$ cat config.mk
export PLATFORM = sky130hd
export DESIGN_NAME = pipeline_host_register_port
export DESIGN_NICKNAME = d
export VERILOG_FILES = /design/src/include/board_regs_pkg.sv /design/src/rtl/pipeline_host_register_port.sv
export SDC_FILE = /design/constraint.sdc
export NUM_CORES = 1
export LEC_CHECK = 0
export ABC_AREA = 1
export ABC_CLOCK_PERIOD_IN_PS = 3800
export BUFFER_PORTS_ARGS = -buffer_cell sky130_fd_sc_hd__buf_2
export CAP_MARGIN = 10
export CORE_ASPECT_RATIO = 0.9
export CORE_MARGIN = 2
export CORE_UTILIZATION = 52
export DETAILED_ROUTE_END_ITERATION = 10
export GPL_ROUTABILITY_DRIVEN = 0
export GPL_TIMING_DRIVEN = 0
export PLACE_DENSITY = 0.71
export SYNTH_ARGS = -nofsm -noshare
export SYNTH_HDL_FRONTEND = slang
export SYNTH_SLANG_ARGS = --single-unit
$ cat constraint.sdc
create_clock -name mclk_i -period 3.8 [get_ports mclk_i]
set_input_delay 1.14 -clock mclk_i [delete_from_list [all_inputs] [get_ports mclk_i]]
set_output_delay 1.14 -clock mclk_i [all_outputs]
set_load 0.02 [all_outputs]
$ cat src/include/board_regs_pkg.sv
// constants and types for the pipeline host register port
package board_regs_pkg;
  localparam logic [4:0] STATUS_OFS = 5'h00;
  localparam logic [4:0] CONTROL_OFS = 5'h02;
  localparam logic [4:0] LINE_LEN_OFS = 5'h04;
  localparam logic [4:0] PROG_OFS = 5'h06;
  localparam logic [4:0] IMAGE_OFS = 5'h08;
  localparam int CTL_START = 0;
  localparam int CTL_FLUSH = 1;
  localparam int CTL_CLEAR = 2;
  localparam int CTL_SEL_LO = 3;
  localparam int CTL_TSEL_LO = 5;
  localparam int CTL_ALT_LO = 8;
  localparam int ST_CHG = 8;
  localparam int ST_DRV = 9;
  localparam int ST_ROLE = 10;
  localparam int ST_COL = 12;
  localparam int ST_UND = 13;
  localparam int ST_OVR = 14;
  localparam int ST_ERR = 15;
  localparam int LEN_W = 12;
  localparam int FIFO_DEPTH = 8;
  localparam logic [1:0] SEL_RST = 2'h0;
  localparam logic [1:0] TSEL_RST = 2'h0;
  localparam logic [2:0] ALT_RST = 3'h0;
  localparam logic [LEN_W-1:0] LEN_RST = 12'h000;
  localparam logic [LEN_W-1:0] LEN_WRAP = 12'hFFF;
  typedef enum logic [1:0] {IO_WORKSTATION, IO_REGION, IO_DUAL_BYTE, IO_VME} io_sel_e;
  typedef enum logic [1:0] {SZ_BYTE, SZ_WORD, SZ_LONG} size_e;
  typedef enum logic [1:0] {ENG_IDLE, ENG_PUSH, ENG_POP} eng_e;
  typedef struct packed {
    logic line_start_marker_n;
    logic command_marker_n;
    logic pixel_valid_n;
    logic [7:0] data;
  } pix_s;
  typedef struct packed {
    logic wr;
    logic [4:0] addr;
    size_e size;
    logic [31:0] wdata;
  } bus_req_s;
endpackage

$ cat src/rtl/pipeline_host_register_port.sv
// host register port, line buffer and line-marker generation for the stage pipeline
`timescale 1ns/1ps

module line_buffer_fifo #(
  parameter int W = 8,
  parameter int DEPTH = 8
) (
  input wire logic mclk_i,
  input wire logic rst_i,
  input wire logic clear_i,
  input wire logic in_valid_i,
  input wire logic [W-1:0] in_data_i,
  output logic in_ready_o,
  output logic out_valid_o,
  input wire logic out_ready_i,
  output logic [W-1:0] out_data_o
);
  import board_regs_pkg::*;
  localparam int AW = $clog2(DEPTH);
  typedef struct packed {
    logic [DEPTH-1:0][W-1:0] mem;
    logic [AW-1:0] wp;
    logic [AW-1:0] rp;
    logic [AW:0] cnt;
  } fifo_s;
  fifo_s q;
  fifo_s nxt;
  logic push;
  logic pop;

  assign in_ready_o = (q.cnt != (AW+1)'(DEPTH));
  assign out_valid_o = (q.cnt != '0);
  assign out_data_o = q.mem[q.rp];

  // depth must be a power of two so the pointers wrap by themselves
  always_comb
  begin
    nxt = q;
    push = in_valid_i && in_ready_o;
    pop = out_valid_o && out_ready_i;
    if (push)
    begin
      nxt.mem[q.wp] = in_data_i;
      nxt.wp = q.wp + 1'b1;
    end
    if (pop)
      nxt.rp = q.rp + 1'b1;
    nxt.cnt = q.cnt + (AW+1)'(push) - (AW+1)'(pop);
    if (clear_i)
    begin
      nxt.wp = '0;
      nxt.rp = '0;
      nxt.cnt = '0;
    end
  end

  always_ff @(posedge mclk_i)
  begin
    if (rst_i)
      q <= '0;
    else
      q <= nxt;
  end
endmodule

module pipeline_host_register_port #(
  parameter logic [7:0] BOARD_ID = 8'hA4, // arbitrary value
  parameter int DEPTH = board_regs_pkg::FIFO_DEPTH
) (
  input wire logic mclk_i,
  input wire logic rst_i,
  input wire logic bus_strobe_i,
  input wire board_regs_pkg::bus_req_s bus_req_i,
  output logic bus_ready_o,
  output logic bus_ack_o,
  output logic [31:0] bus_rdata_o,
  output logic pipe_adv_o,
  output board_regs_pkg::pix_s pipe_in_o,
  input wire board_regs_pkg::pix_s pipe_end_i,
  input wire logic pipe_out_valid_i,
  input wire logic [7:0] pipe_out_data_i,
  output logic pipe_out_ready_o,
  input wire logic image_changed_signal_i,
  input wire logic hs_xfer_active_i,
  input wire logic output_driver_enable_sense_i,
  input wire logic output_role_sense_i,
  input wire logic backplane_detect_i,
  output board_regs_pkg::io_sel_e io_sel_o,
  output logic [1:0] timing_sel_o,
  output logic [2:0] driver_alt_o,
  output logic backplane_en_o
);
  import board_regs_pkg::*;

  typedef struct packed {
    eng_e st;
    logic [2:0] n;
    logic [31:0] sh;
    logic [31:0] rdata;
    logic ack;
    logic adv;
    pix_s pix;
    io_sel_e sel;
    logic [1:0] tsel;
    logic [2:0] alt;
    logic flush;
    logic [LEN_W-1:0] len;
    logic [LEN_W-1:0] cnt;
    logic first;
    logic ovr;
    logic und;
    logic col;
    logic chg;
    logic [2:0] s1;
    logic [2:0] s2;
    logic [2:0] s3;
    logic [2:0] flt;
  } state_s;

  state_s q;
  state_s nxt;
  logic fifo_clear;
  logic fifo_pop;
  logic fifo_valid;
  logic [7:0] fifo_data;
  logic [15:0] wd;
  logic [15:0] status;
  logic vme;
  logic take;

  function automatic logic [2:0] pixels(input size_e sz);
    case (sz)
      SZ_LONG: pixels = 3'd4;
      SZ_WORD: pixels = 3'd2;
      default: pixels = 3'd1;
    endcase
  endfunction

  // one pixel step of the line counter: {first, cnt} after the pixel
  function automatic logic [LEN_W:0] line_step(input logic [LEN_W-1:0] cnt, input logic [LEN_W-1:0] len);
    if (cnt == LEN_WRAP)
      line_step = {1'b1, len};
    else
      line_step = {1'b0, cnt + 1'b1};
  endfunction

  line_buffer_fifo #(.W(8), .DEPTH(DEPTH)) u_fifo (
    .mclk_i(mclk_i),
    .rst_i(rst_i),
    .clear_i(fifo_clear),
    .in_valid_i(pipe_out_valid_i),
    .in_data_i(pipe_out_data_i),
    .in_ready_o(pipe_out_ready_o),
    .out_valid_o(fifo_valid),
    .out_ready_i(fifo_pop),
    .out_data_o(fifo_data)
  );

  assign vme = (q.sel == IO_VME);
  assign take = bus_strobe_i && (q.st == ENG_IDLE);
  assign wd = bus_req_i.wdata[15:0];
  assign bus_ready_o = (q.st == ENG_IDLE);
  assign bus_ack_o = q.ack;
  assign bus_rdata_o = q.rdata;
  assign pipe_adv_o = q.adv;
  assign pipe_in_o = q.pix;
  assign io_sel_o = q.sel;
  assign timing_sel_o = q.tsel;
  assign driver_alt_o = q.alt;
  assign backplane_en_o = q.flt[2];

  always_comb
  begin
    status = '0;
    status[7:0] = BOARD_ID;
    status[ST_CHG] = q.chg;
    status[ST_DRV] = q.flt[0];
    status[ST_ROLE] = q.flt[1];
    status[ST_COL] = q.col;
    status[ST_UND] = q.und;
    status[ST_OVR] = q.ovr;
    status[ST_ERR] = q.ovr || q.und || q.col;
  end

  always_comb
  begin
    nxt = q;
    nxt.ack = 1'b0;
    nxt.adv = 1'b0;
    fifo_clear = 1'b0;
    fifo_pop = 1'b0;
    // three-stage sensing; a level counts once stages two and three agree
    nxt.s1 = {backplane_detect_i, output_role_sense_i, output_driver_enable_sense_i};
    nxt.s2 = q.s1;
    nxt.s3 = q.s2;
    nxt.flt = (~(q.s2 ^ q.s3) & q.s3) | ((q.s2 ^ q.s3) & q.flt);
    unique case (q.st)
      ENG_IDLE:
      begin
        if (take)
        begin
          nxt.ack = 1'b1;
          nxt.rdata = '0;
          if (bus_req_i.addr == CONTROL_OFS && bus_req_i.wr)
          begin
            if (wd[CTL_CLEAR])
            begin
              nxt.ovr = 1'b0;
              nxt.und = 1'b0;
              nxt.col = 1'b0;
            end
            if (wd[CTL_START])
            begin
              fifo_clear = 1'b1;
              nxt.chg = 1'b0;
              nxt.cnt = q.len;
              nxt.first = 1'b1;
            end
            nxt.flush = wd[CTL_FLUSH];
            nxt.sel = io_sel_e'(wd[CTL_SEL_LO +: 2]);
            nxt.tsel = wd[CTL_TSEL_LO +: 2];
            nxt.alt = wd[CTL_ALT_LO +: 3];
            // set after the clear so a collision in the clearing write survives
            if (nxt.sel != q.sel && hs_xfer_active_i)
              nxt.col = 1'b1;
          end
          else if (bus_req_i.addr == CONTROL_OFS)
          begin
            nxt.rdata[15:0] = {5'h00, q.alt, 1'b0, q.tsel, q.sel, 3'h0};
          end
          else if (bus_req_i.addr == LINE_LEN_OFS)
          begin
            if (bus_req_i.wr)
              nxt.len = wd[LEN_W-1:0];
            else
              nxt.rdata[LEN_W-1:0] = q.len;
          end
          else if (bus_req_i.addr == PROG_OFS)
          begin
            // access outside the bus interface code is ignored
            if (bus_req_i.wr && vme)
            begin
              nxt.adv = 1'b1;
              nxt.pix = pix_s'(wd[10:0]);
            end
            else if (!bus_req_i.wr && vme)
              nxt.rdata[10:0] = pipe_end_i;
          end
          else if (bus_req_i.addr[4:2] == IMAGE_OFS[4:2] && vme)
          begin
            nxt.ack = 1'b0;
            nxt.n = pixels(bus_req_i.size);
            nxt.st = bus_req_i.wr ? ENG_PUSH : ENG_POP;
            case (bus_req_i.size)
              SZ_LONG: nxt.sh = bus_req_i.wdata;
              SZ_WORD: nxt.sh = {wd, 16'h0000};
              default: nxt.sh = {bus_req_i.wdata[7:0], 24'h000000};
            endcase
          end
          else if (bus_req_i.addr == STATUS_OFS && !bus_req_i.wr)
          begin
            nxt.rdata[15:0] = status;
          end
        end
        else if (q.flush && vme && pipe_out_ready_o)
        begin
          // null pixels keep line timing; stalls while the buffer is full
          nxt.adv = 1'b1;
          nxt.pix = '{line_start_marker_n: ~q.first, command_marker_n: 1'b1, pixel_valid_n: 1'b1, data: 8'h00};
          {nxt.first, nxt.cnt} = line_step(q.cnt, q.len);
        end
      end
      ENG_PUSH:
      begin
        nxt.adv = 1'b1;
        nxt.pix = '{line_start_marker_n: ~q.first, command_marker_n: 1'b1, pixel_valid_n: 1'b0, data: q.sh[31:24]};
        {nxt.first, nxt.cnt} = line_step(q.cnt, q.len);
        nxt.sh = {q.sh[23:0], 8'h00};
        nxt.n = q.n - 3'd1;
        if (q.n == 3'd1)
        begin
          nxt.st = ENG_IDLE;
          nxt.ack = 1'b1;
        end
      end
      ENG_POP:
      begin
        fifo_pop = 1'b1;
        nxt.rdata = {q.rdata[23:0], fifo_valid ? fifo_data : 8'h00};
        if (!fifo_valid)
          nxt.und = 1'b1;
        nxt.n = q.n - 3'd1;
        if (q.n == 3'd1)
        begin
          nxt.st = ENG_IDLE;
          nxt.ack = 1'b1;
        end
      end
    endcase
    // hardware events last, so a set beats a clear in the same cycle
    if (pipe_out_valid_i && !pipe_out_ready_o)
      nxt.ovr = 1'b1;
    if (image_changed_signal_i)
      nxt.chg = 1'b1;
  end

  always_ff @(posedge mclk_i)
  begin
    if (rst_i)
    begin
      q <= '0;
      q.sel <= io_sel_e'(SEL_RST);
      q.tsel <= TSEL_RST;
      q.alt <= ALT_RST;
      q.len <= LEN_RST;
      q.flush <= 1'b0;
    end
    else
      q <= nxt;
  end

  property p_overrun;
    @(posedge mclk_i) disable iff (rst_i) pipe_out_valid_i && !pipe_out_ready_o |=> q.ovr && status[ST_ERR];
  endproperty
  a_overrun: assert property (p_overrun) else $error("overrun not flagged");

  property p_underrun;
    @(posedge mclk_i) disable iff (rst_i) q.st == ENG_POP && !fifo_valid |=> q.und;
  endproperty
  a_underrun: assert property (p_underrun) else $error("underrun not flagged");

  property p_summary;
    @(posedge mclk_i) disable iff (rst_i) status[ST_ERR] == (status[ST_OVR] | status[ST_UND] | status[ST_COL]);
  endproperty
  a_summary: assert property (p_summary) else $error("summary error bit wrong");

  property p_collision;
    @(posedge mclk_i) disable iff (rst_i)
      take && bus_req_i.wr && bus_req_i.addr == CONTROL_OFS && hs_xfer_active_i
      && bus_req_i.wdata[4:3] != q.sel |=> q.col;
  endproperty
  a_collision: assert property (p_collision) else $error("collision not flagged");

  property p_clear;
    @(posedge mclk_i) disable iff (rst_i)
      take && bus_req_i.wr && bus_req_i.addr == CONTROL_OFS && bus_req_i.wdata[CTL_CLEAR] && !hs_xfer_active_i
      |=> !q.col;
  endproperty
  a_clear: assert property (p_clear) else $error("clear errors ignored");

  property p_reset;
    @(posedge mclk_i) rst_i |=> q.sel == IO_WORKSTATION && !q.flush && q.alt == 3'h0 && q.tsel == 2'h0;
  endproperty
  a_reset: assert property (p_reset) else $error("reset values wrong");

  property p_prog_read;
    @(posedge mclk_i) disable iff (rst_i)
      take && !bus_req_i.wr && bus_req_i.addr == PROG_OFS && !q.flush |=> !pipe_adv_o ##1 bus_rdata_o == $past(bus_rdata_o);
  endproperty
  a_prog_read: assert property (p_prog_read) else $error("read advanced pipeline");

  property p_long_write;
    @(posedge mclk_i) disable iff (rst_i)
      take && vme && bus_req_i.wr && bus_req_i.addr[4:2] == 3'b010 && bus_req_i.size == SZ_LONG
      |-> ##2 pipe_adv_o[*4] ##0 bus_ack_o;
  endproperty
  a_long_write: assert property (p_long_write) else $error("long write not four pixels");

  property p_start;
    @(posedge mclk_i) disable iff (rst_i)
      take && bus_req_i.wr && bus_req_i.addr == CONTROL_OFS && bus_req_i.wdata[CTL_START]
      |=> q.first && q.cnt == q.len && !fifo_valid;
  endproperty
  a_start: assert property (p_start) else $error("image start incomplete");

  property p_flush;
    @(posedge mclk_i) disable iff (rst_i)
      q.st == ENG_IDLE && !bus_strobe_i && q.flush && vme && pipe_out_ready_o
      |=> pipe_adv_o && pipe_in_o.pixel_valid_n && pipe_in_o.command_marker_n;
  endproperty
  a_flush: assert property (p_flush) else $error("flush pixel missing");

  property p_line_wrap;
    @(posedge mclk_i) disable iff (rst_i) q.st == ENG_PUSH && q.cnt == LEN_WRAP |=> q.first && q.cnt == $past(q.len);
  endproperty
  a_line_wrap: assert property (p_line_wrap) else $error("line marker counter wrap wrong");
endmodule

==> metrics.md <==
| Metric | Value |
|---|---|
| Row Count | `between 40 and 50` |
| Worst Setup End Kind | `flop` |
| Worst skew pair latency | `0.50 ns` |
| Largest net degree at the start of global routing | `14` |
| Drt initial violations | `982` |
| First-pass detailed-route iteration total | `6` |
| Syn. warnings | `0` |
| Synth async-reset ratio | `0%` |
| #FFs+latches synth | `205` |
| CTS Buf Count | `22` |
| Worst-path cell chain | `inv_1 > ha_1 > buf_2 > nand2_1 > inv_1 > clkbuf_1 > ha_1 > inv_1 > ha_1 > inv_1 > fa_1 > xor2_1 > nor2_1` |
| # hold bufs at CTS | `0` |
| Crit path kind | `flop to flop` |
| Vias per cell | `5.44` |
| Power Density | `529 nW/um^2` |
| Post-synth top flop | `dfxtp_1` |
| Worst setup path startpoint | `q[129]` |
| DR vias | `10500` |
| Global-route wire length before repair | `50500 microns` |
| Core area | `19400 sq um` |
| DRT Wirelength | `32300 microns` |
| Hold WS | `0.400 ns` |
| DRC viols | `0` |
| Hold_sp | `nxt[7]` |
| Die X | `between 150 and 200 microns` |
| Gr ovfl total | `0` |
| Starting Density | `53.5%` |
| Total Nets Final | `1747` |
| Antenna Nets Post-Route | `0` |
| Flop-to-flop setup slack | `between 0.9 and 1 ns` |
| Fmax achieved | `356 MHz` |
| GRT Overall Usage | `30.0%` |
| Post-DP Area | `about 11000 sq um` |
| Clk buf depth | `3` |
| Most common cell on crit path | `inv_1` |
| Share of layout cells above drive strength 1 | `16.2%` |
| Critical Path RT | `4.19 ns` |
| CTS H-tree lvls | `1` |
| Worst slack at placement | `0.952 ns` |
| Total power | `~6.3 mW` |
| Die Y | `138 microns` |
| Final Hold Fails | `0` |
| DIE AREA | `21100 sq um` |
| Max Cap Viol | `0` |
| Final worst-path cycle share | `73.9%` |
| Worst Setup Start Kind | `flop` |
| Slowest-stage cell, CP | `clkbuf_1` |
| Vias in the first global route | `between 9000 and 10000` |
| Max VDD drop | `roughly 0.00032 V` |
| TNS Setup | `0 ns` |
| Outcome | `finished, final reports clean` |
| Syn Nets | `1609` |
| Count of boundary I/O pins | `123` |
| Port Buf Inserts | `114` |
| CTS tree | `yes` |
| Initial antenna violation count | `0` |
| Clock Pin Slew Worst Setup and Hold Paths | `0.06 ns` |
| Final antenna diode count | `0` |
| Distinct cell type count after synthesis | `42` |
| Post-synth EDFFs | `0` |
| Post-cts resize count | `0` |
| Clk root buf | `clkbuf_16` |
| Slowest Stage Delay on Critical Path | `0.40 ns` |
| Post-route minimum period | `2.81 ns` |
| HP Class | `flop to flop` |
| Crit path DAT | `3.20 ns` |
| Cell area after layout | `12000 sq um` |
| Pins over their slew limit | `0` |
| Gate count of the mapped netlist | `1523` |
| Post-Route Skew | `between 0.009 and 0.01 ns` |
| Slew HR | `~45%` |
| Detailed placement HPWL | `23300 microns` |
| Final setup viols | `0` |
| Crit path max fanout | `10` |
| Final WS setup | `0.993 ns` |
| Wire per inst | `16.8 microns` |
| RSZ-0062 raised after global routing | `false` |
| R2r startpoint | `q[129]` |
| Worst slew pin tran | `approximately 0.83 ns` |
| Seq/Total Area, Yosys | `39.6%` |
| Clock sink total | `205` |
| Post-CTS Setup Repair Bufs | `0` |
| Synth Area per Inst | `between 6 and 7 sq um` |
| Leakage power | `roughly 5.3 nW` |
| Synth-to-layout area growth | `15.2%` |
| # fillers | `1901` |
| Mapped Area | `10400 sq um` |
cell type report:
| class | instances | area (sq um) | area share (%) |
|---|---|---|---|
| Buffer | 127 | 738 | 6.18 |
| Clock buffer | 35 | 671 | 5.61 |
| Clock inverter | 4 | 23.8 | 0.199 |
| Inverter | 141 | 533 | 4.46 |
| Multi-Input combinational cell | 1050 | 5000 | 41.8 |
| Sequential cell | 205 | 4100 | 34.3 |
| Tap cell | 250 | 313 | 2.62 |
| Timing Repair Buffer | 114 | 571 | 4.77 |
path summary, 6_finish.rpt:
check	end	depth (start not counted)
setup / recovery	u_fifo.q[2]	13
hold / removal	nxt[4]	2
setup reg to reg	u_fifo.q[2]	13
hold reg to reg	nxt[4]	2
cells in the mapped netlist, types with 2 or more instances:
library cell | number | area [sq um]
nand2_1 | 211 | 792
a21oi_1 | 116 | 581
o211ai_1 | 19 | 143
nor2_4 | 5 | 56.3
nor2_8 | 2 | 40.0
clkbuf_1 | 45 | 169
nand2_2 | 3 | 18.8
buf_4 | 54 | 405
buf_2 | 23 | 115
o22ai_1 | 2 | 12.5
nor3_1 | 6 | 30.0
o21ai_0 | 203 | 1020
nand4_1 | 11 | 68.8
nor3b_1 | 2 | 15.0
o21ai_1 | 35 | 175
buf_6 | 4 | 45.0
ha_1 | 17 | 213
inv_2 | 15 | 56.3
nand2_4 | 4 | 45.0
xor2_1 | 4 | 35.0
a31oi_1 | 3 | 18.8
inv_1 | 123 | 462
nand3_2 | 4 | 40.0
dfxtp_1 | 205 | 4100
or2_1 | 2 | 12.5
a211oi_1 | 2 | 15.0
nor2_2 | 7 | 43.8
nor2_1 | 308 | 1160
nand3_1 | 75 | 375
state kept, by name, indices dropped and copies added (netlist names), named ones only:
| signal | count |
|---|---|
| u_fifo.q | 74 |
| q | 70 |
| bus_rdata_o | 32 |
| pipe_in_o | 11 |
| nxt | 6 |
| driver_alt_o | 3 |
| io_sel_o | 2 |
| timing_sel_o | 2 |
| bus_ack_o | 1 |
| pipe_adv_o | 1 |
worst max-delay path, delay by kind of cell, from the launching register on:
| family | cells | cell delay, ns |
|---|---|---|
| adder cells (fa/ha/maj) | 4 | 1.01 |
| buffers and inverters | 6 | 0.96 |
| flip-flops | 1 | 0.33 |
| AND/OR/NAND/NOR | 2 | 0.21 |
| XOR/XNOR | 1 | 0.16 |
metal layers:
layer / global-route usage [%] / wire (microns) / part of all wire (%)
met3: 4.41 / 2750 / 8.5
met5: 0 / 0 / 0
met4: 9.05 / 894 / 2.8
met2: 49.5 / 14400 / 44
met1: 41.2 / 14300 / 44
logic make-up after synthesis:
logic type,Yosys count,share of synthesized area [%]
xor gates and xnor gates,5,0.422
DFF,205,39.6
AOI/OAI and AO/OA,384,19.3
and+or+nand+nor,643,26.2
adders and majority gates,18,2.24
buffers and inverters,268,12.3
placed cells by master, fill, tap and decap left out, types with 52 or more instances in the layout:
| cell type | synthesis | layout |
|---|---|---|
| buf_4 | 54 | 54 |
| nand2_1 | 211 | 211 |
| clkbuf_1 | 45 | 52 |
| dfxtp_1 | 205 | 205 |
| nor2_1 | 308 | 308 |
| nand3_1 | 75 | 75 |
| a21oi_1 | 116 | 116 |
| o21ai_0 | 203 | 203 |
| buf_2 | 23 | 137 |
| inv_1 | 123 | 123 |
metrics by stage:
| step | cells | util, % |
|---|---|---|
| floorplan | 1523 | - |
| global placement | 1887 | 58.0 |
| detailed placement | 1887 | 58.0 |
| CTS | 1926 | 61.6 |
| global route | 1926 | 61.6 |
| finish | 1926 | 61.6 |
power breakdown:
group / leakage [nW] / switching (mW) / internal [mW]
clock network: 0.344 / 0.875 / 1.21
registers: 1.67 / 0.161 / 2.40
logic: 3.30 / 1.09 / 0.586
Power figures use the tool's default switching activity.
